**src/include/dsaf_pkg.sv**
```systemverilog
// Constants, types and permission decode for the DDR secure address filter
package dsaf_pkg;
  localparam int NFILT = 2;
  localparam int NREG = 9;
  localparam int ID_W = 4;
  localparam int CNT_W = 9;
  localparam logic [CNT_W-1:0] MAX_OUTSTANDING = 9'h100;
  localparam logic [CNT_W-1:0] CNT_ONE = 9'h001;
  localparam logic [CNT_W-1:0] CNT_ZERO = 9'h000;

  // Register byte offsets
  localparam logic [11:0] OFS_GATE = 12'h000;
  localparam logic [11:0] OFS_FMODE = 12'h004;
  localparam logic [11:0] OFS_ISTAT = 12'h008;
  localparam logic [11:0] OFS_IMASK = 12'h00c;
  localparam logic [11:0] OFS_FADDR0 = 12'h010;
  localparam logic [11:0] OFS_FADDR1 = 12'h014;
  localparam logic [11:0] OFS_COUNT = 12'h018;
  // Region block: 0x100 + 0x10 * index, word 0 start, 1 end, 2 attr
  localparam logic [3:0] REGION_PAGE = 4'h1;
  localparam logic [1:0] FLD_START = 2'h0;
  localparam logic [1:0] FLD_END = 2'h1;
  localparam logic [1:0] FLD_ATTR = 2'h2;

  // Attribute field positions
  localparam int ATTR_FILT0 = 0;
  localparam int ATTR_S_RD = 2;
  localparam int ATTR_S_WR = 3;
  localparam int ATTR_NS_RD = 4;
  localparam int ATTR_NS_WR = 5;
  localparam int ATTR_ID_LSB = 16;
  localparam logic [31:0] ATTR_MASK = 32'hffff_003f;

  // Fail mode bits
  localparam int FM_ERR = 0;
  localparam int FM_IRQ = 1;

  // Reset values
  localparam logic [1:0] GATE_RST = 2'h0;
  localparam logic [1:0] FMODE_RST = 2'h1;
  localparam logic [1:0] IMASK_RST = 2'h0;
  localparam logic [31:0] R0_ATTR_RST = 32'h0000_000f;
  localparam logic [31:0] RATTR_RST = 32'h0000_0000;
  localparam logic [31:0] RBOUND_RST = 32'h0000_0000;
  localparam logic [31:0] R0_START = 32'h0000_0000;
  localparam logic [31:0] R0_END = 32'hffff_ffff;

  localparam logic [1:0] HTRANS_NONSEQ = 2'h2;

  typedef logic [31:0] dsaf_word_t;

  // Whether a region's attributes let this access through
  function automatic logic dsaf_permit(input dsaf_word_t attr,
                                       input logic write,
                                       input logic nonsec,
                                       input logic [ID_W-1:0] id);
    logic ok;
    ok = 1'b0;
    if (!nonsec)
      ok = write ? attr[ATTR_S_WR] : attr[ATTR_S_RD];
    else
      ok = (write ? attr[ATTR_NS_WR] : attr[ATTR_NS_RD]) &&
           attr[ATTR_ID_LSB + 32'(id)];
    return ok;
  endfunction
endpackage

```
**src/include/dsaf_cfg_if.sv**
```systemverilog
// Region configuration passed from the register file to the filter checkers
`timescale 1ns/1ps
interface dsaf_cfg_if;
  import dsaf_pkg::*;
  logic [NREG-1:1][31:0] rstart;
  logic [NREG-1:1][31:0] rend;
  logic [NREG-1:0][31:0] rattr;
  modport src (output rstart, output rend, output rattr);
  modport chk (input rstart, input rend, input rattr);
endinterface

```
**src/rtl/dsaf_top.sv**
```systemverilog
// DDR secure address filter: register file, gate keeper and two filter paths
// How it works
// Every DDR read and write is checked against up to nine regions.
// Two filter units check their own paths concurrently.
// Region 0 is always on and covers all addresses.
// Regions 1 to 8 hold programmable start and end addresses.
// Each programmable region attaches to filter 0, filter 1 or both.
// Per-region secure and non-secure read/write permissions decide access.
// Non-secure accesses also need their master id enabled in the region.
// Software must not overlap regions attached to the same filter.
// Refusal gives bus error, interrupt or both, by fail mode.
// Up to 256 accepted, uncompleted transactions per filter.
// Gate keeper opens or closes each filter independently.
// Only secure register accesses may change the configuration.
// Refused accesses never reach memory; permitted ones pass unchanged.
// A programmable region overrides region 0 where both match.
`timescale 1ns/1ps
module dsaf_top
  import dsaf_pkg::*;
(
  input wire logic core_clk_i,
  input wire logic reset_i,
  // AHB-Lite register slave
  input wire logic hsel_i,
  input wire logic [31:0] haddr_i,
  input wire logic [1:0] htrans_i,
  input wire logic hwrite_i,
  input wire logic [2:0] hsize_i,
  input wire logic hnonsec_i,
  input wire logic [31:0] hwdata_i,
  input wire logic hready_i,
  output logic hreadyout_o,
  output logic hresp_o,
  output logic [31:0] hrdata_o,
  // Upstream request per filter
  input wire logic [dsaf_pkg::NFILT-1:0] up_valid_i,
  output logic [dsaf_pkg::NFILT-1:0] up_ready_o,
  input wire logic [dsaf_pkg::NFILT-1:0][31:0] up_addr_i,
  input wire logic [dsaf_pkg::NFILT-1:0] up_write_i,
  input wire logic [dsaf_pkg::NFILT-1:0] up_nonsec_i,
  input wire logic [dsaf_pkg::NFILT-1:0][dsaf_pkg::ID_W-1:0] up_id_i,
  input wire logic [dsaf_pkg::NFILT-1:0][31:0] up_wdata_i,
  // Upstream response per filter
  output logic [dsaf_pkg::NFILT-1:0] up_rsp_valid_o,
  output logic [dsaf_pkg::NFILT-1:0] up_rsp_err_o,
  output logic [dsaf_pkg::NFILT-1:0][31:0] up_rsp_rdata_o,
  // Downstream to the memory controller
  output logic [dsaf_pkg::NFILT-1:0] dn_valid_o,
  input wire logic [dsaf_pkg::NFILT-1:0] dn_ready_i,
  output logic [dsaf_pkg::NFILT-1:0][31:0] dn_addr_o,
  output logic [dsaf_pkg::NFILT-1:0] dn_write_o,
  output logic [dsaf_pkg::NFILT-1:0][31:0] dn_wdata_o,
  input wire logic [dsaf_pkg::NFILT-1:0] dn_rsp_valid_i,
  input wire logic [dsaf_pkg::NFILT-1:0][31:0] dn_rdata_i,
  output logic irq_o
);
  import dsaf_pkg::*;

  typedef struct packed {
    logic [NFILT-1:0] gate;
    logic [1:0] fmode;
    logic [NFILT-1:0] ist;
    logic [NFILT-1:0] imask;
    logic [NFILT-1:0][31:0] faddr;
    logic [NREG-1:1][31:0] rstart;
    logic [NREG-1:1][31:0] rend;
    logic [NREG-1:0][31:0] rattr;
    logic a_v;
    logic a_wr;
    logic [11:0] a_addr;
    logic [31:0] hrdata;
    logic [NFILT-1:0] slot_v;
    logic [NFILT-1:0][31:0] slot_addr;
    logic [NFILT-1:0] slot_wr;
    logic [NFILT-1:0][31:0] slot_wdata;
    logic [NFILT-1:0][CNT_W-1:0] cnt;
    logic [NFILT-1:0] rsp_v;
    logic [NFILT-1:0] rsp_err;
    logic [NFILT-1:0][31:0] rsp_rdata;
  } dsaf_state_t;

  dsaf_state_t state_r;
  dsaf_state_t state_nxt;
  logic [NFILT-1:0] allow;
  logic [NFILT-1:0] up_fire;

  dsaf_cfg_if cfg ();

  assign cfg.rstart = state_r.rstart;
  assign cfg.rend = state_r.rend;
  assign cfg.rattr = state_r.rattr;

  generate
    for (genvar f = 0; f < NFILT; f++)
    begin : g_filt
      dsaf_check #(.FILTER(f)) u_check (
        .addr_i(up_addr_i[f]),
        .write_i(up_write_i[f]),
        .nonsec_i(up_nonsec_i[f]),
        .id_i(up_id_i[f]),
        .cfg(cfg.chk),
        .allow_o(allow[f])
      );
    end
  endgenerate

  // Register read decode, used at every secure address phase
  function automatic logic [31:0] reg_read(input dsaf_state_t s,
                                           input logic [11:0] a);
    logic [31:0] d;
    logic [3:0] idx;
    d = 32'h0000_0000;
    idx = a[7:4];
    case (a)
      OFS_GATE: d[NFILT-1:0] = s.gate;
      OFS_FMODE: d[1:0] = s.fmode;
      OFS_ISTAT: d[NFILT-1:0] = s.ist;
      OFS_IMASK: d[NFILT-1:0] = s.imask;
      OFS_FADDR0: d = s.faddr[0];
      OFS_FADDR1: d = s.faddr[1];
      OFS_COUNT: d = {7'h00, s.cnt[1], 7'h00, s.cnt[0]};
      default:
      begin
        if (a[11:8] == REGION_PAGE && idx < 4'(NREG))
        begin
          if (idx == 4'h0)
          begin
            if (a[3:2] == FLD_START)
              d = R0_START;
            else if (a[3:2] == FLD_END)
              d = R0_END;
            else if (a[3:2] == FLD_ATTR)
              d = s.rattr[0];
          end
          else if (a[3:2] == FLD_START)
            d = s.rstart[idx];
          else if (a[3:2] == FLD_END)
            d = s.rend[idx];
          else if (a[3:2] == FLD_ATTR)
            d = s.rattr[idx];
        end
      end
    endcase
    return d;
  endfunction

  // Acceptance: open gate, free slot, and room or an empty pipe
  always_comb
  begin
    for (int f = 0; f < NFILT; f++)
    begin
      if (allow[f])
        up_ready_o[f] = state_r.gate[f] && !state_r.slot_v[f] &&
                        state_r.cnt[f] < MAX_OUTSTANDING;
      else
        up_ready_o[f] = state_r.gate[f] && !state_r.slot_v[f] &&
                        state_r.cnt[f] == CNT_ZERO;
      up_fire[f] = up_valid_i[f] && up_ready_o[f];
    end
  end

  always_comb
  begin
    state_nxt = state_r;

    // Register write in the data phase; non-secure writes were dropped
    if (state_r.a_v && state_r.a_wr)
    begin
      case (state_r.a_addr)
        OFS_GATE: state_nxt.gate = hwdata_i[NFILT-1:0];
        OFS_FMODE: state_nxt.fmode = hwdata_i[1:0];
        OFS_ISTAT: state_nxt.ist = state_r.ist & ~hwdata_i[NFILT-1:0];
        OFS_IMASK: state_nxt.imask = hwdata_i[NFILT-1:0];
        default:
        begin
          // Region 0 is read only
          if (state_r.a_addr[11:8] == REGION_PAGE &&
              state_r.a_addr[7:4] != 4'h0 &&
              state_r.a_addr[7:4] < 4'(NREG))
          begin
            if (state_r.a_addr[3:2] == FLD_START)
              state_nxt.rstart[state_r.a_addr[7:4]] = hwdata_i;
            else if (state_r.a_addr[3:2] == FLD_END)
              state_nxt.rend[state_r.a_addr[7:4]] = hwdata_i;
            else if (state_r.a_addr[3:2] == FLD_ATTR)
              state_nxt.rattr[state_r.a_addr[7:4]] =
                hwdata_i & ATTR_MASK;
          end
        end
      endcase
    end

    // Address phase: latch request, prepare read data
    state_nxt.a_v = 1'b0;
    state_nxt.a_wr = 1'b0;
    if (hsel_i && hready_i && htrans_i == HTRANS_NONSEQ)
    begin
      state_nxt.a_v = 1'b1;
      state_nxt.a_wr = hwrite_i && !hnonsec_i;
      state_nxt.a_addr = haddr_i[11:0];
      state_nxt.hrdata = hnonsec_i ? 32'h0000_0000 :
                         reg_read(state_r, haddr_i[11:0]);
    end

    for (int f = 0; f < NFILT; f++)
    begin
      state_nxt.rsp_v[f] = 1'b0;
      if (state_r.slot_v[f] && dn_ready_i[f])
        state_nxt.slot_v[f] = 1'b0;
      // Memory responses come back in order and pass unchanged
      if (dn_rsp_valid_i[f])
      begin
        state_nxt.cnt[f] = state_nxt.cnt[f] - CNT_ONE;
        state_nxt.rsp_v[f] = 1'b1;
        state_nxt.rsp_err[f] = 1'b0;
        state_nxt.rsp_rdata[f] = dn_rdata_i[f];
      end
      if (up_fire[f])
      begin
        if (allow[f])
        begin
          state_nxt.slot_v[f] = 1'b1;
          state_nxt.slot_addr[f] = up_addr_i[f];
          state_nxt.slot_wr[f] = up_write_i[f];
          state_nxt.slot_wdata[f] = up_wdata_i[f];
          state_nxt.cnt[f] = state_nxt.cnt[f] + CNT_ONE;
        end
        else
        begin
          // Pipe is empty here, so the local answer stays in order
          state_nxt.rsp_v[f] = 1'b1;
          state_nxt.rsp_err[f] = state_r.fmode[FM_ERR];
          state_nxt.rsp_rdata[f] = 32'h0000_0000;
          state_nxt.faddr[f] = up_addr_i[f];
          // Set after the clear so a same-cycle event is kept
          if (state_r.fmode[FM_IRQ])
            state_nxt.ist[f] = 1'b1;
        end
      end
    end
  end

  always_ff @(posedge core_clk_i or posedge reset_i)
  begin
    if (reset_i)
    begin
      state_r <= '0;
      state_r.gate <= GATE_RST;
      state_r.fmode <= FMODE_RST;
      state_r.imask <= IMASK_RST;
      state_r.rstart <= {(NREG-1){RBOUND_RST}};
      state_r.rend <= {(NREG-1){RBOUND_RST}};
      state_r.rattr <= {{(NREG-1){RATTR_RST}}, R0_ATTR_RST};
    end
    else
      state_r <= state_nxt;
  end

  assign hreadyout_o = 1'b1;
  assign hresp_o = 1'b0;
  assign hrdata_o = state_r.hrdata;
  assign irq_o = |(state_r.ist & state_r.imask);
  assign dn_valid_o = state_r.slot_v;
  assign dn_addr_o = state_r.slot_addr;
  assign dn_write_o = state_r.slot_wr;
  assign dn_wdata_o = state_r.slot_wdata;
  assign up_rsp_valid_o = state_r.rsp_v;
  assign up_rsp_err_o = state_r.rsp_err;
  assign up_rsp_rdata_o = state_r.rsp_rdata;
endmodule

```
**src/rtl/dsaf_check.sv**
```systemverilog
// Region match and permission check for one filter unit
`timescale 1ns/1ps
module dsaf_check #(
  parameter int FILTER = 0
) (
  input wire logic [31:0] addr_i,
  input wire logic write_i,
  input wire logic nonsec_i,
  input wire logic [dsaf_pkg::ID_W-1:0] id_i,
  dsaf_cfg_if.chk cfg,
  output logic allow_o
);
  import dsaf_pkg::*;

  logic [NREG-1:1] hit;

  generate
    for (genvar i = 1; i < NREG; i++)
    begin : g_hit
      // Region counts only on the filters it is attached to
      assign hit[i] = cfg.rattr[i][ATTR_FILT0 + FILTER] &&
                      addr_i >= cfg.rstart[i] && addr_i <= cfg.rend[i];
    end
  endgenerate

  // Background region first, a programmable hit overrides it
  always_comb
  begin
    allow_o = dsaf_permit(cfg.rattr[0], write_i, nonsec_i, id_i);
    for (int i = 1; i < NREG; i++)
    begin
      if (hit[i])
        allow_o = dsaf_permit(cfg.rattr[i], write_i, nonsec_i, id_i);
    end
  end
endmodule

```
**config.mk**
```make
export PLATFORM = sky130hd
export DESIGN_NAME = dsaf_top
export DESIGN_NICKNAME = d
export VERILOG_FILES = /design/src/include/dsaf_pkg.sv /design/src/include/dsaf_cfg_if.sv /design/src/rtl/dsaf_top.sv /design/src/rtl/dsaf_check.sv
export SDC_FILE = /design/constraint.sdc
export NUM_CORES = 2
export LEC_CHECK = 0
export BUFFER_PORTS_ARGS = -buffer_cell sky130_fd_sc_hd__buf_2
export CAP_MARGIN = 40
export CORE_MARGIN = 1.5
export CORE_UTILIZATION = 40
export CTS_CLUSTER_SIZE = 30
export DETAILED_ROUTE_END_ITERATION = 8
export HOLD_SLACK_MARGIN = 0.15
export SLEW_MARGIN = 20
export SYNTH_ARGS = -nofsm -noshare
export SYNTH_HDL_FRONTEND = slang
export SYNTH_SLANG_ARGS = --single-unit
export TNS_END_PERCENT = 1
```
**constraint.sdc**
```tcl
create_clock -name core_clk_i -period 35.2 [get_ports core_clk_i]
set_input_delay 1.76 -clock core_clk_i [delete_from_list [all_inputs] [get_ports core_clk_i]]
set_output_delay 1.76 -clock core_clk_i [all_outputs]
set_load 0.01 [all_outputs]
```
==> run summary <==
FINISH
--------------------------------------------------------------------------------------------
Final core area utilization                                                            45.1%
Area growth, synth to finish                                                           12.1%
Post-route design area                                                           83600 sq um
Share of post-route cells with drive strength above 1                                  25.5%
Net count of the finished layout                                                        8659

PLACED DESIGN
--------------------------------------------------------------------------------------------
Half-perimeter wire length after detailed placement                                211000 um
Placed Area                                                                      79000 sq um
Final weighted congestion of routability-driven global placement                       0.976
Port buffer count                                                                        496

CRITICAL PATH
--------------------------------------------------------------------------------------------
Kind of end point of the critical path                                            output pin
Endpoint of the worst register-to-register path                                 dn_addr_o[15]
Number of cell instances on the worst register-to-register path                           16
Signal arrival time at the worst endpoint                                            6.65 ns
Critical register-to-register path startpoint                                   cfg.rstart[130]
Highest fanout seen on the critical path                                                  18
Setup slack, reg-to-reg                                                             29.01 ns
Class of the most critical setup path                                              in -> out
Crit. Startpoint                                                                up_addr_i[7]
Startpoint Class                                                                   input pin
Required time at the endpoint of the critical path                                  33.44 ns

CLOCKING
--------------------------------------------------------------------------------------------
Clock-pin slew on the worst setup and hold paths                                     0.05 ns
Clk buf depth                                                                              3
Hold buffer count at CTS                                                                   0
TritonCTS clock tree                                                                     yes
Total clock sinks                                                                       1046
Clock latency on the worst-skew pair                                                 0.83 ns
Library cell used as clock root buffer                                             clkbuf_16
TritonCTS buffer count                                                                   134
Number of H-tree branching levels                                                          4
Post-cts repair resize count                                                               0
Number of buffers inserted to repair setup after CTS                                       0

FLOW RUN
--------------------------------------------------------------------------------------------
Max-Cap Viols                                                                              0

YOSYS
--------------------------------------------------------------------------------------------
Async S/R FF share, synth                                                               100%
Share of cell area taken by muxes after synthesis                                      20.0%
Post-synth top area cell                                                             dfrtp_1
Compound-cell area share of the yosys netlist                                          11.7%
Basic-gate share of the synthesized area counting and, or, nand and nor cells          8.61%
Synth top area cells                                                            dfrtp_1, ha_1, mux2_2
Leading cell types by count after synthesis                                     dfrtp_1, ha_1, mux2_2
Dominant combinational cell family by area after synthesis                      multiplexers
Xor and xnor fraction of the mapped netlist area                                      0.329%
Post-synthesis cell count                                                               7125
Net count after synthesis                                                               8438
EDFF count, synth                                                                          0
Synthesized cell area                                                            74600 sq um
Flip-flop cell with the highest count after synthesis                                dfrtp_1
Seq cells post-synth                                                                    1046
Most frequently used cell type in the post-synthesis netlist                         dfrtp_1
Synth unique cells                                                                        80
Sequential-to-total area share from yosys stat                                         35.1%
Mean Syn Cell Area                                                                10.5 sq um
Adder-cell share of the synthesized area                                               17.2%
Share of the synthesized area in the top cell type                                     34.9%
Total number of yosys warnings                                                             0

FLOORPLANNING
--------------------------------------------------------------------------------------------
Width of the die                                                                      435 um
Initial Util                                                                           40.3%
Floorplan Core Area                                                             185000 sq um
# IOs                                                                                    522
Number of placement rows                                                                 158
DIE AREA                                                                        189000 sq um
Y dimension of the die                                                                435 um

TIMING
--------------------------------------------------------------------------------------------
Slew HR                                                                                26.9%
Final setup violating endpoints                                                            0
Final slew viol count                                                                      0
Final cycle utilization of the critical path                                           23.9%
Highest achievable clock rate                                                        119 MHz
Worst hold slack                                                                    0.380 ns
Unrepaired setup endpoints after global routing                                        false
Maximum clock skew at final layout                                                 0.0449 ns
Setup TNS Final                                                                         0 ns
Fin crit period                                                                      8.41 ns
Fin. Hold Viols                                                                            0
Slew of the pin with the lowest slew margin                                          1.09 ns

GLOBAL ROUTING
--------------------------------------------------------------------------------------------
Gr ovfl total                                                                              0
Largest net degree at the start of global routing                                        155
Via count of the first global-routing pass                                             59.9k
Aggregate global-route resource usage                                                  30.4%
First-pass GRT wire length                                                         421000 um
Antenna violations before repair                                                          24

POWER AND IR DROP
--------------------------------------------------------------------------------------------
Sum of internal, switching and leakage power                                         3.77 mW
Maximum vdd ir drop                                                                0.0413 mV
Power density over the cells                                                    45.1 nW/um^2
Leakage power figure                                                                 39.8 nW

MIN PATH
--------------------------------------------------------------------------------------------
Start point of the worst min-delay path                                         cfg.rattr[0]
Class of the most critical hold timing path                                       reg -> reg
Worst hold path stage count                                                                0
Endpoint with the worst hold slack                                              cfg.rattr[0]

ROUTE
--------------------------------------------------------------------------------------------
Wire length reported by the detailed router                                        293000 um
Number of optimization iterations in the first detailed-route pass                         6
Count of nets left with antenna violations after detail routing                            0
Vias per inst                                                                           6.10
DR iter-0 viols                                                                         6215
Count of unresolved DRC violations after routing                                           0
Average routed wire per standard cell                                                29.6 um
Via count                                                                              60.6k

OUTCOME
--------------------------------------------------------------------------------------------
Outcome                                                                         finished, final reports clean

worst max path at each step:
stage	end	slack, ns	cells after the start
floorplan	cfg.rattr[100]	4.01	1
CTS	up_ready_o[0]	27.26	14
finish	up_ready_o[0]	26.79	14
global placement	up_ready_o[1]	27.09	13
detailed placement	up_ready_o[0]	27.29	14
global route	up_ready_o[0]	26.88	14
where the power goes:
group	switching [mW]	internal, mW
clock network	0.588	0.828
registers	0.107	1.36
logic	0.519	0.370
logic make-up (layout without fill, tap and decap cells):
group | count (synthesis) | count (layout)
AO/OA/AOI/OAI | 1405 | 1405
AND/OR/NAND/NOR | 1356 | 1356
multiplexers | 1141 | 1141
buffers and inverters | 1119 | 1437
flip-flops | 1046 | 1046
adder cells (fa/ha/maj) | 1028 | 1028
XOR/XNOR | 28 | 28
other | 2 | 7
cell usage in the layout (no fill, tap or decap), types with 101 or more instances in the layout:
master / count
ha_1: 1028
buf_2: 507
nand3_1: 133
nor2_1: 268
mux4_2: 198
nand4_1: 150
mux2_2: 775
a21o_1: 101
inv_1: 533
a21oi_1: 434
clkbuf_16: 135
o21ai_0: 389
nand2_1: 492
buf_4: 110
mux2i_1: 135
dfrtp_1: 1041
routing by layer:
layer	GRT usage (%)	part of all wire, %	vias to the layer above
li1	-	-	26400
met2	46.3	44	2940
met5	0	0.016	-
met1	40.0	41	30400
met3	6.42	8.6	764
met4	17.4	6.5	8
metrics by stage:
step | setup WS (ns) | instances
6_report | 26.79 | 9928
3_3_place_gp | 27.09 | 9627
2_1_floorplan | 4.01 | 7125
5_1_grt | 26.88 | 9924
3_5_place_dp | 27.29 | 9681
4_1_cts | 27.26 | 9914
sequential cells by signal, summed over array words and instances, names as in the netlist, 32 cells and up:
register,cells
cfg.rend,256
cfg.rattr,198
dn_addr_o,64
cfg.rstart,256
up_rsp_rdata_o,64
hrdata_o,32
state_r,104
dn_wdata_o,64
worst max-delay path, cell delays in order:
cell	delay (ns)
buf_2	0.65
ha_1	0.30
nand4_1	0.08
or3_1	0.37
a311oi_1	0.84
o311ai_0	0.46
o211ai_1	0.31
o211ai_1	0.52
o31ai_1	0.57
nor2_1	0.08
a22o_1	0.27
a21oi_1	0.19
nor2_1	0.06
buf_2	0.15
layout make-up:
class                           instances  area, sq um
Fill cell                           17500       102000
Clock inverter                         43          639
Multi-Input combinational cell       4960        43300
Sequential cell                      1046        26200
Antenna cell                            5         12.5
Timing Repair Buffer                  669         4460
Clock buffer                          190         3820
Tap cell                             2480         3100
Inverter                              535         2020
Note: power is estimated with default switching activity, not from simulation.
